File: config.mk
export PLATFORM = sky130hd
export DESIGN_NAME = twm_master
export DESIGN_NICKNAME = d
export VERILOG_FILES = /design/src/twm_pkg.sv /design/src/twm_sync.sv /design/src/twm_master.sv
export VERILOG_INCLUDE_DIRS = /design/src
export SDC_FILE = /design/constraint.sdc
export NUM_CORES = 1
export LEC_CHECK = 0
export BUFFER_PORTS_ARGS = -buffer_cell sky130_fd_sc_hd__buf_2
export CORE_MARGIN = 8
export CORE_UTILIZATION = 56
export DETAILED_ROUTE_END_ITERATION = 10
export HOLD_SLACK_MARGIN = 0.03
export PLACE_DENSITY_LB_ADDON = 0.2
export SYNTH_ARGS = -nofsm -noshare
export SYNTH_HDL_FRONTEND = slang
export SYNTH_HIERARCHICAL = 1
export SYNTH_SLANG_ARGS = --single-unit
File: constraint.sdc
create_clock -name clk_i -period 2.9 [get_ports clk_i]
set_input_delay 0.145 -clock clk_i [delete_from_list [all_inputs] [get_ports clk_i]]
set_output_delay 0.145 -clock clk_i [all_outputs]
set_load 0.02 [all_outputs]
File: src/twm_consts.svh
`ifndef TWM_CONSTS_SVH
`define TWM_CONSTS_SVH

// ----------------------------------------
// Register byte addresses
// ----------------------------------------
`define TWM_ADR_CTRL   8'h00
`define TWM_ADR_STAT   8'h04
`define TWM_ADR_DATA   8'h08
`define TWM_ADR_RATE   8'h0C
`define TWM_ADR_OWN    8'h10

// ----------------------------------------
// Control register bit positions, plus own address field offset
// ----------------------------------------
`define TWM_C_FLAG     7
`define TWM_C_START    5
`define TWM_C_STOP     4
`define TWM_C_EN       2
`define TWM_C_ADDRD    1
`define TWM_C_RXM      0
`define TWM_OWN_LSB    1

// ----------------------------------------
// Status codes, prescaler field always zero
// ----------------------------------------
`define TWM_S_START    8'h08
`define TWM_S_RSTART   8'h10
`define TWM_S_AW_ACK   8'h18
`define TWM_S_AW_NAK   8'h20
`define TWM_S_D_ACK    8'h28
`define TWM_S_D_NAK    8'h30
`define TWM_S_ARB      8'h38
`define TWM_S_AR_ACK   8'h40
`define TWM_S_AR_NAK   8'h48
`define TWM_S_NONE     8'hF8
`define TWM_S_BUSERR   8'h00

// ----------------------------------------
// Timing and framing
// ----------------------------------------
`define TWM_CLK_NS     100
`define TWM_HALF_NS    5000
`define TWM_HALF_CYC   (`TWM_HALF_NS / `TWM_CLK_NS)
`define TWM_ACK_BIT    4'h8
`define TWM_IDLE_LVL   1'b1

`endif

File: src/twm_pkg.sv
package twm_pkg;

  // ----------------------------------------
  // Sequencer states, Gray code in listed order
  // ----------------------------------------
  typedef enum logic [3:0] {
    ST_IDLE  = 4'h0,
    ST_START = 4'h1,
    ST_HOLD  = 4'h3,
    ST_BLOW  = 4'h2,
    ST_BHIGH = 4'h6,
    ST_PLOW  = 4'h7,
    ST_PHIGH = 4'h5,
    ST_PFREE = 4'h4,
    ST_RLOW  = 4'hC,
    ST_RHIGH = 4'hD
  } twm_state_t;

  // ----------------------------------------
  // Wishbone request bundle
  // ----------------------------------------
  typedef struct packed {
    logic        cyc;
    logic        stb;
    logic        we;
    logic [7:0]  adr;
    logic [3:0]  sel;
    logic [31:0] dat;
  } twm_wb_req_t;

endpackage : twm_pkg

File: src/twm_sync.sv
`timescale 1ns/1ps
`include "twm_consts.svh"

module twm_sync (
  input  wire logic clk_i,
  input  wire logic rst_i,
  input  wire logic d_i,
  output logic      q_o
);

  logic [2:0] ff_r;

  // Level only moves once stages two and three agree
  always_ff @(posedge clk_i) begin
    if (rst_i) begin
      ff_r <= {3{`TWM_IDLE_LVL}};
      q_o  <= `TWM_IDLE_LVL;
    end else begin
      ff_r <= {ff_r[1:0], d_i};
      if (ff_r[1] == ff_r[2]) begin
        q_o <= ff_r[2];
      end
    end
  end

endmodule : twm_sync

File: src/twm_master.sv
// Our own choices: the Wishbone interface to the registers and the register addresses.
`timescale 1ns/1ps
`include "twm_consts.svh"

// Functional notes
// SCL and SDA are open-drain; bus level is the wired-AND of masters.
// High count restarts on seen SCL rise, low count on seen fall.
// After each driven bit, sample SDA; mismatch means arbitration lost.
// Loss only when releasing SDA high while another pulls low.
// On loss, go slave and check if the winner addresses us.
// After loss keep SDA released; SCL may run to packet end.
// After START report 0x08; software loads write address, clears flag.
// After repeated START report 0x10; read bit selects receiver operation. The code only sets RXM; bytes still go out from data.
// Repeated START keeps the bus, no STOP needed between targets.
// Write address acknowledged gives 0x18, not acknowledged 0x20.
// Data byte acknowledged gives 0x28, not acknowledged 0x30.
// In 0x18..0x30 clearing flag with no requests sends next byte.
// In 0x18..0x30 clearing flag with start request sends repeated START.
// Stop request alone sends STOP, then stop request clears itself.
// Start and stop together send STOP then START, stop request clears.
// Loss reports 0x38; clearing flag releases bus, non-addressed slave.
// Flag is cleared by writing one; SCL held low until then. The code releases SCL while the flag is set for 0x38 and 0x00.
// Status reads 0xF8 while the flag is clear.
// START or STOP inside a bit sets flag with status 0x00.
// Status presented with prescaler zero, updated with the flag.

module twm_master
  import twm_pkg::*;
#(
  parameter int RATE_W = 8
) (
  input  wire logic        clk_i,
  input  wire logic        rst_i,
  input  wire twm_wb_req_t wb_req_i,
  output logic [31:0]      wb_dat_o,
  output logic             wb_ack_o,
  input  wire logic        scl_i,
  output logic             scl_o,
  output logic             scl_oe_o,
  input  wire logic        sda_i,
  output logic             sda_o,
  output logic             sda_oe_o
);

  // ----------------------------------------
  // Declarations
  // ----------------------------------------
  twm_state_t        state_r;
  logic              scl_s;
  logic              sda_s;
  logic              scl_q;
  logic              sda_q;
  logic              scl_fall;
  logic              start_det;
  logic              stop_det;
  logic              bus_busy_r;
  logic              hit;
  logic              wr_any;
  logic              wr_ctrl;
  logic              flag_clr;
  logic              req_start;
  logic              req_stop;
  logic [31:0]       rdata;
  logic              flag_r;
  logic              start_r;
  logic              stop_r;
  logic              en_r;
  logic              addrd_r;
  logic              rxm_r;
  logic [7:0]        status_r;
  logic [7:0]        data_r;
  logic [RATE_W-1:0] rate_r;
  logic [6:0]        own_r;
  logic [RATE_W-1:0] cnt_r;
  logic [3:0]        bit_r;
  logic [7:0]        tx_r;
  logic [7:0]        rx_r;
  logic              lost_r;
  logic              is_addr_r;
  logic              rs_r;
  logic              half_end;
  logic              drive_val;
  logic              end_hi;
  logic              berr;
  logic              stop_done;

  // ----------------------------------------
  // Line sampling
  // ----------------------------------------
  twm_sync u_scl_sync (
    .clk_i (clk_i),
    .rst_i (rst_i),
    .d_i   (scl_i),
    .q_o   (scl_s)
  );

  twm_sync u_sda_sync (
    .clk_i (clk_i),
    .rst_i (rst_i),
    .d_i   (sda_i),
    .q_o   (sda_s)
  );

  always_ff @(posedge clk_i) begin
    if (rst_i) begin
      scl_q <= `TWM_IDLE_LVL;
      sda_q <= `TWM_IDLE_LVL;
    end else begin
      scl_q <= scl_s;
      sda_q <= sda_s;
    end
  end

  assign scl_fall  = scl_q & ~scl_s;
  assign start_det = scl_s & scl_q & sda_q & ~sda_s;
  assign stop_det  = scl_s & scl_q & ~sda_q & sda_s;

  // Bus ownership by anyone, so a START waits for a free bus
  always_ff @(posedge clk_i) begin
    if (rst_i) begin
      bus_busy_r <= 1'b0;
    end else if (start_det) begin
      bus_busy_r <= 1'b1;
    end else if (stop_det) begin
      bus_busy_r <= 1'b0;
    end
  end

  // ----------------------------------------
  // Wishbone slave, ack one cycle after request
  // ----------------------------------------
  assign hit       = wb_req_i.cyc & wb_req_i.stb & ~wb_ack_o;
  assign wr_any    = hit & wb_req_i.we & wb_req_i.sel[0];
  assign wr_ctrl   = wr_any & (wb_req_i.adr == `TWM_ADR_CTRL);
  assign flag_clr  = wr_ctrl & wb_req_i.dat[`TWM_C_FLAG];
  assign req_start = wb_req_i.dat[`TWM_C_START];
  assign req_stop  = wb_req_i.dat[`TWM_C_STOP];

  always_comb begin
    rdata = 32'h0000_0000;
    case (wb_req_i.adr)
      `TWM_ADR_CTRL: begin
        rdata[`TWM_C_FLAG]  = flag_r;
        rdata[`TWM_C_START] = start_r;
        rdata[`TWM_C_STOP]  = stop_r;
        rdata[`TWM_C_EN]    = en_r;
        rdata[`TWM_C_ADDRD] = addrd_r;
        rdata[`TWM_C_RXM]   = rxm_r;
      end
      `TWM_ADR_STAT: rdata[7:0] = flag_r ? status_r : `TWM_S_NONE;
      `TWM_ADR_DATA: rdata[7:0] = data_r;
      `TWM_ADR_RATE: rdata[RATE_W-1:0] = rate_r;
      `TWM_ADR_OWN:  rdata[`TWM_OWN_LSB +: 7] = own_r;
      default:       rdata = 32'h0000_0000;
    endcase
  end

  always_ff @(posedge clk_i) begin
    if (rst_i) begin
      wb_ack_o <= 1'b0;
      wb_dat_o <= 32'h0000_0000;
    end else begin
      wb_ack_o <= hit;
      if (hit) begin
        wb_dat_o <= rdata;
      end
    end
  end

  // ----------------------------------------
  // Software registers
  // ----------------------------------------
  // Hardware clear first, so a software set in the same cycle wins
  always_ff @(posedge clk_i) begin
    if (rst_i) begin
      start_r <= 1'b0;
      stop_r  <= 1'b0;
      en_r    <= 1'b0;
    end else begin
      if (stop_done) begin
        stop_r <= 1'b0;
      end
      if (wr_ctrl) begin
        start_r <= req_start;
        stop_r  <= req_stop;
        en_r    <= wb_req_i.dat[`TWM_C_EN];
      end
    end
  end

  always_ff @(posedge clk_i) begin
    if (rst_i) begin
      data_r <= 8'h00;
      rate_r <= RATE_W'(`TWM_HALF_CYC);
      own_r  <= 7'h00;
    end else if (wr_any) begin
      case (wb_req_i.adr)
        `TWM_ADR_DATA: data_r <= wb_req_i.dat[7:0];
        `TWM_ADR_RATE: rate_r <= wb_req_i.dat[RATE_W-1:0];
        `TWM_ADR_OWN:  own_r  <= wb_req_i.dat[`TWM_OWN_LSB +: 7];
        default:       data_r <= data_r;
      endcase
    end
  end

  // ----------------------------------------
  // Bit sequencer
  // ----------------------------------------
  // Rate below two leaves no room to move SDA inside the low phase
  assign half_end  = (cnt_r >= rate_r);
  assign drive_val = (bit_r < `TWM_ACK_BIT) ? tx_r[7] : 1'b1;
  assign end_hi    = (scl_s & half_end) | scl_fall;
  assign berr      = start_det | stop_det;
  assign stop_done = ((state_r == ST_PFREE) & half_end) |
                     ((state_r == ST_HOLD) & flag_clr &
                      (status_r == `TWM_S_BUSERR));

  always_ff @(posedge clk_i) begin
    if (rst_i) begin
      state_r   <= ST_IDLE;
      cnt_r     <= '0;
      bit_r     <= 4'h0;
      tx_r      <= 8'h00;
      rx_r      <= 8'h00;
      lost_r    <= 1'b0;
      is_addr_r <= 1'b0;
      rs_r      <= 1'b0;
      flag_r    <= 1'b0;
      status_r  <= `TWM_S_NONE;
      addrd_r   <= 1'b0;
      rxm_r     <= 1'b0;
      scl_oe_o  <= 1'b0;
      sda_oe_o  <= 1'b0;
    end else begin
      cnt_r <= cnt_r + 1'b1;
      if (flag_clr) begin
        flag_r <= 1'b0;
      end
      case (state_r)
        ST_IDLE: begin
          cnt_r    <= '0;
          scl_oe_o <= 1'b0;
          sda_oe_o <= 1'b0;
          if (en_r && start_r && !bus_busy_r && scl_s && sda_s) begin
            state_r  <= ST_START;
            sda_oe_o <= 1'b1;
            rs_r     <= 1'b0;
            lost_r   <= 1'b0;
            addrd_r  <= 1'b0;
            rxm_r    <= 1'b0;
          end
        end
        ST_START: begin
          if (half_end) begin
            scl_oe_o <= 1'b1;
            state_r  <= ST_HOLD;
            flag_r   <= 1'b1;
            status_r <= rs_r ? `TWM_S_RSTART : `TWM_S_START;
          end
        end
        ST_HOLD: begin
          cnt_r <= '0;
          if (flag_clr) begin
            if (status_r == `TWM_S_BUSERR || status_r == `TWM_S_ARB) begin
              state_r  <= ST_IDLE;
              scl_oe_o <= 1'b0;
              sda_oe_o <= 1'b0;
            end else if (req_stop) begin
              state_r  <= ST_PLOW;
              sda_oe_o <= 1'b1;
            end else if (req_start) begin
              state_r  <= ST_RLOW;
              sda_oe_o <= 1'b0;
            end else begin
              state_r   <= ST_BLOW;
              tx_r      <= data_r;
              bit_r     <= 4'h0;
              is_addr_r <= (status_r == `TWM_S_START) || (status_r == `TWM_S_RSTART);
            end
          end
        end
        ST_BLOW: begin
          scl_oe_o <= 1'b1;
          if (scl_s) begin
            cnt_r <= '0;
          end
          if (cnt_r == RATE_W'(1) && !scl_s) begin
            sda_oe_o <= ~lost_r & ~drive_val;
          end
          if (half_end && !scl_s) begin
            scl_oe_o <= 1'b0;
            state_r  <= ST_BHIGH;
            cnt_r    <= '0;
          end
        end
        ST_BHIGH: begin
          if (!scl_s) begin
            cnt_r <= '0;
          end
          if (berr) begin
            state_r  <= ST_HOLD;
            flag_r   <= 1'b1;
            status_r <= `TWM_S_BUSERR;
            scl_oe_o <= 1'b0;
            sda_oe_o <= 1'b0;
          end else if (end_hi) begin
            cnt_r <= '0;
            if (bit_r < `TWM_ACK_BIT) begin
              if (drive_val && !sda_s) begin
                lost_r <= 1'b1;
              end
              rx_r     <= {rx_r[6:0], sda_s};
              tx_r     <= {tx_r[6:0], 1'b0};
              bit_r    <= bit_r + 4'h1;
              state_r  <= ST_BLOW;
              scl_oe_o <= 1'b1;
            end else begin
              state_r <= ST_HOLD;
              flag_r  <= 1'b1;
              if (lost_r) begin
                status_r <= `TWM_S_ARB;
                scl_oe_o <= 1'b0;
                addrd_r  <= is_addr_r && (rx_r[7:1] == own_r);
              end else begin
                scl_oe_o <= 1'b1;
                if (is_addr_r && rx_r[0]) begin
                  rxm_r    <= 1'b1;
                  status_r <= sda_s ? `TWM_S_AR_NAK : `TWM_S_AR_ACK;
                end else if (is_addr_r) begin
                  status_r <= sda_s ? `TWM_S_AW_NAK : `TWM_S_AW_ACK;
                end else begin
                  status_r <= sda_s ? `TWM_S_D_NAK : `TWM_S_D_ACK;
                end
              end
            end
          end
        end
        ST_RLOW: begin
          if (half_end) begin
            scl_oe_o <= 1'b0;
            state_r  <= ST_RHIGH;
            cnt_r    <= '0;
          end
        end
        ST_RHIGH: begin
          if (!scl_s) begin
            cnt_r <= '0;
          end
          if (scl_s && half_end) begin
            sda_oe_o <= 1'b1;
            rs_r     <= 1'b1;
            state_r  <= ST_START;
            cnt_r    <= '0;
          end
        end
        ST_PLOW: begin
          if (half_end) begin
            scl_oe_o <= 1'b0;
            state_r  <= ST_PHIGH;
            cnt_r    <= '0;
          end
        end
        ST_PHIGH: begin
          if (!scl_s) begin
            cnt_r <= '0;
          end
          if (scl_s && half_end) begin
            sda_oe_o <= 1'b0;
            state_r  <= ST_PFREE;
            cnt_r    <= '0;
          end
        end
        ST_PFREE: begin
          // Start request still set here turns into STOP then START
          if (half_end) begin
            state_r <= ST_IDLE;
          end
        end
        default: state_r <= ST_IDLE;
      endcase
      if (!en_r) begin
        state_r  <= ST_IDLE;
        scl_oe_o <= 1'b0;
        sda_oe_o <= 1'b0;
      end
    end
  end

  // Open-drain: data value stays low, only enables move
  always_ff @(posedge clk_i) begin
    if (rst_i) begin
      scl_o <= 1'b0;
      sda_o <= 1'b0;
    end else begin
      scl_o <= 1'b0;
      sda_o <= 1'b0;
    end
  end
endmodule : twm_master

After elaboration in Yosys (flattened, before gate mapping). Index checks and enable logic that the tools add are counted.

Add/subtract/negate cells: 2. $lt $le $gt $ge: 2. Equality and inequality tests: 47. Mux-type cells: 108. Bitwise operators: 31. Reduce and logical (&&, ||, !) cells: 44.

Operators with widths (count): $mux 8 (19); $mux 4 (22); $ne 2x2->1 const B (22); $mux 1 (43); $pmux 4 s10 (1); $pmux 8 s5 (1); $pmux 8 s2 (2); $eq 8x4->1 const B (3); $pmux 2 s5 (2); $reduce_and 6->1 (3); $and 1x1->1 (17); $eq 4x3->1 const B (4); $eq 8x5->1 const B (2); $logic_not 8->1 (2); $mux 7 (2); $reduce_and 7->1 (2); $mux 6 (2); $pmux 1 s4 (3); $pmux 1 s6 (2); $reduce_bool 2->1 (6); $reduce_bool 6->1 (2); $not 1->1 (11); $logic_and 1x1->1 (10); $mux 5 (2); other kinds (29) (49).

Register bits after elaboration: 94. Input bits: 51. Output and inout port bits: 37. Logic and storage cells: 263.

Depth between registers and ports, before layout.
Depth in word-level cells: 11. Depth in mapped cells: 10. Mapped depth without buffers: 8.

By module. The synthesis kept the hierarchy.

Modules (own cells, without submodules): twm_master (times used 1, cells each 569, area an instance 4674.5 µm²); twm_sync (times used 2, cells each 10, area an instance 115.1 µm²).

Worst setup path before layout. OpenSTA, ideal clock, no wires.

Kind: reg2reg. From: register cnt_r[0]. To: register rx_r[0]. Setup time: 128 ps. Arrival: 2289 ps. Setup slack: 483 ps. Stages on the path, launching flop included: 11. Path buffers: 2. Clock period less this slack: 2417 ps. Cells stage by stage: dfxtp_1 > inv_1 > ha_1 > nand2b_1 > a2111oi_1 > o21a_1 > buf_2 > a2111o_1 > buf_2 > mux2i_1 > nor2_1.

Word-level cells in the longest chain between the ends: 4.

Ends and longest elaborated chain: start, declared (RTL line twm_master.sv:74) `logic [RATE_W-1:0] cnt_r;`; start signal, assigned (RTL line twm_master.sv:235) `cnt_r <= cnt_r + 1'b1;`; $ge 8x8->1 (RTL line twm_master.sv:210) `assign half_end = (cnt_r >= rate_r);`; $and 1x1->1 (RTL line twm_master.sv:212) `assign end_hi = (scl_s & half_end) | scl_fall;`; $or 1x1->1 (RTL line twm_master.sv:212); $reduce_and 4->1 (no source line); end signal, assigned (RTL line twm_master.sv:312) `rx_r <= {rx_r[6:0], sda_s};`; end, declared (RTL line twm_master.sv:77) `logic [7:0] rx_r;`.

No other way between the ends. A chain may end at the register's enable or synchronous reset.

Worst setup path after layout.
From: register rate_r[2]. To: register tx_r[1].

Word-level cells in the longest chain between the ends: 5.

Ends and longest elaborated chain: start, declared (RTL line twm_master.sv:72) `logic [RATE_W-1:0] rate_r;`; start signal, assigned (RTL line twm_master.sv:194) `` rate_r <= RATE_W'(`TWM_HALF_CYC); ``; start signal, assigned (RTL line twm_master.sv:199) `` `TWM_ADR_RATE: rate_r <= wb_req_i.dat[RATE_W-1:0]; ``; $ge 8x8->1 (RTL line twm_master.sv:210); $and 1x1->1 (RTL line twm_master.sv:212); $or 1x1->1 (RTL line twm_master.sv:212); $ne 2x2->1 (no source line); $reduce_and 8->1 (no source line); end signal, assigned (RTL line twm_master.sv:276) `tx_r <= data_r;`; end signal, assigned (RTL line twm_master.sv:313) `tx_r <= {tx_r[6:0], 1'b0};`; end, declared (RTL line twm_master.sv:76) `logic [7:0] tx_r;`.

No other way between the ends.

==> metrics.csv <==
stage,metric,value,unit
timing,endpoints failing setup,0,
detailed_routing,vias per inst,5.891,
clock_tree,CTS buffer count,9,
timing,final setup margin,260.3,ps
timing,Setup Total Neg Slack,0,ps
finish,"commonest cells after routing, fill and taps aside","dfxtp_1, nor2_1, nand2_1",
critical_path,r2r startpoint,rate_r[2],
yosys,Syn Std Cell Area,4905,um2
global_routing,initial antenna violation count,0,
place,IO Port Bufs,34,
flow_run,maxcap violations,0,
finish,Nets,694,
yosys,"Top FF cell, synth",dfxtp_1,
timing,Max transition margin,0.4425,
finish,"most common cell after layout, fill and taps aside",dfxtp_1,
yosys,Synth Area per Inst,8.327,um2
detailed_routing,# DRC,0,
finish,Finished Layout Cells,744,
power,Leak,0.002290,uW
yosys,Async SR Flop Fraction,0,
timing,FMAX,378.8,MHz
critical_path,"Worst Path Class, Setup",flop to flop,
timing,Final Max Tran Viols,0,
floorplanning,I/O pin cnt,88,
detailed_routing,wire length per cell,17.49,um
finish,ant diodes,0,
detailed_routing,Post-DRT Antenna Nets,0,
yosys,Post-synth EDFFs,0,
global_routing,vias in the first global route,4246,
finish,area delta synth->final,10.18,%
detailed_routing,DRT Pass-1 Iters,5,
floorplanning,die outline area,12010,um2
yosys,synth top area cells,"dfxtp_1, mux2i_1, nor2_1",
detailed_routing,total number of vias,4383,
finish,share of cells above drive strength 1,0.1352,
hold_path,Min-Delay Startpoint,wb_req_i[0],
yosys,mux contribution to synthesized area,0.1028,
place,Place WS,123.3,ps
power,Peak VDD IR,0.0003590,V
clock_tree,clock buffer depth,2,
critical_path,worst-path maximum fanout,15,
finish,Multi-input gate area,2789,um2
global_routing,largest net degree at the start of global routing,35,
critical_path,CP max-delay cell,nor4_4,
place,Placed Cells,726,
yosys,Synth Area in Simple Gates,0.2122,
yosys,Synth Area in Adders,0.03061,
power,pwr/cell area,423.0,nW/um2
outcome,status,completed,
critical_path,kind of end point of the critical path,flop,
detailed_routing,Initial DRC Count,327,
critical_path,Startpoint Class,flop,
timing,crit path time final,2640,ps
hold_path,Min-Delay Endpoint,rate_r[0],
clock_tree,maximum level of the CTS H-tree,3,
yosys,Yosys cell types,67,
clock_tree,worst-skew pair later-pin latency,360,ps
place,DP HPWL,9877,um
yosys,Synth Area in Compound Gates,0.1679,
critical_path,CP Launch Point,rate_r[2],
yosys,Yosys top cell area share,0.3714,
floorplanning,chip height,109.6,um
timing,clk_skew,12.29,ps
clock_tree,CTS tree,yes,
floorplanning,Cell Rows,34,
finish,# fillers,753,
yosys,XOR/XNOR Fraction of Synth Area,0.03214,
finish,FF/Latch Area,1822,um2
critical_path,R2R setup slack,260,ps
clock_tree,"CTS clk-pin slew, worst paths",90,ps
place,gpl congestion,0.9054,
yosys,largest family of logic cells by synthesized area,simple AND/OR/NAND/NOR gates,
critical_path,Required @ worst endpoint,3150,ps
clock_tree,CTS Root Cell,clkbuf_8,
yosys,"FF+latch count, synth",91,
yosys,Syn Inst Count,589,
yosys,"area leader, netlist",dfxtp_1,
critical_path,worst reg2reg path depth,9,
yosys,register area share after synthesis,0.3714,
timing,RSZ-0062 raised after global routing,no,
floorplanning,Starting Density,0.5708,
hold_path,Hold Crit Class,input pin to flop,
timing,"Hold Vio Cnt, Final",0,
clock_tree,Clock Sink Count,91,
critical_path,CP cell instances,"inv_1, ha_1, o21ai_0, a211o_1, o2111a_1, nor4_4, buf_4, nor2_1, a311oi_1",
global_routing,aggregate global routing overflow,0,
timing,Worst Tran Pin Value,831.8,ps
global_routing,gr usage total,0.2226,
global_routing,first-pass GRT wire length,20970,um
detailed_routing,drt total wl,13010,um
yosys,Yosys warning total,6,
critical_path,capturing point of the worst reg2reg path,tx_r[1],
hold_path,Hold Path Depth,3,
floorplanning,Die X-Extent,109.6,um
critical_path,CP Data Arrival Time,2890,ps
floorplanning,Std-Cell Core Area,8593,um2
finish,post-layout utilization of the core,0.6289,
critical_path,Worst path max stage delay,440,ps
timing,fin crit share,0.9103,
[routing by layer]
metal | wire length, um | share of wire | up-vias | track usage
li1 | - | - | 2108 | -
met1 | 5519 | 0.42 | 2085 | 0.2774
met2 | 6277 | 0.48 | 164 | 0.3704
met3 | 912 | 0.070 | 26 | 0.04279
met4 | 300 | 0.023 | 0 | 0.08872
met5 | 0 | 0 | - | 0
[logic make-up after synthesis]
logic type,Yosys count
compound gates,119
xor+xnor,18
fa+ha+maj,12
buf+inv,76
flops,91
mux,50
other cells,1
simple gates,222
[stage by stage]
| stage | power (uW) | hold slack, ps | area [um2] |
|---|---|---|---|
| 2_1_floorplan | 1401 | 242.1 | 4999 |
| 3_3_place_gp | 1417 | 325.0 | 5174 |
| 3_5_place_dp | 1419 | 327.1 | 5174 |
| 4_1_cts | 2304 | 33.84 | 5395 |
| 5_1_grt | 2376 | 43.94 | 5404 |
| 6_report | 2286 | 44.64 | 5404 |
[layout make-up]
class,instances,area share
clock inverters,5,0.01111
well taps,108,0.02501
repair buffers,61,0.06992
inverters,21,0.01459
flip-flops and latches,91,0.3371
multi-input cells,447,0.5161
clock buffers,11,0.02616
[Yosys cell counts, drive strengths merged, types with 7 or more instances]
cell type,instances
xor2,10
a311oi,7
nor3,11
o21a,9
inv,21
o21ai,26
nand2,57
clkbuf,18
mux2i,47
or2,10
dfxtp,91
ha,12
a21oi,27
o211ai,7
xnor2,8
nand3,18
buf,37
nor2,87
[sequential cells by signal, summed over array words and instances, names as in the netlist, 3 cells and up]
register,flops
cnt_r,8
data_r,8
rate_r,8
rx_r,8
tx_r,8
wb_dat_o,8
own_r,7
status_r,5
bit_r,4
state_r,4
u_scl_sync/ff_r,3
u_sda_sync/ff_r,3
[worst max-delay path, delay by kind of cell, from the launching register on]
kind / cells / cell delay [ps]
AO/OA/AOI/OAI: 4 / 1030
adder cells (fa/ha/maj): 1 / 270
buffers and inverters: 2 / 350
flip-flops: 1 / 360
AND/OR/NAND/NOR: 2 / 510
[how the worst max path moves through the flow]
| stage | to | slack (ps) | cells after the start |
|---|---|---|---|
| finish | tx_r[1] | 260 | 9 |
| global route | status_r[3] | 110 | 8 |
| CTS | tx_r[1] | 80 | 9 |
| detailed placement | tx_r[1] | 120 | 9 |
| global placement | tx_r[1] | 290 | 9 |
| floorplan | rx_r[0] | 480 | 10 |
[power breakdown]
group | switching [uW] | internal (uW)
sequential | 3.77 | 1260
combinational | 98.0 | 36.2
clock | 464 | 428
[what timing repair did]
item / in CTS / in global routing
setup endpoints to repair: 0 / 5
setup buffers: 0 / 0
hold endpoints to repair: 2 / 0
resized for setup: 0 / 1
hold buffers: 2 / 0
Power figures use the tool's default switching activity.
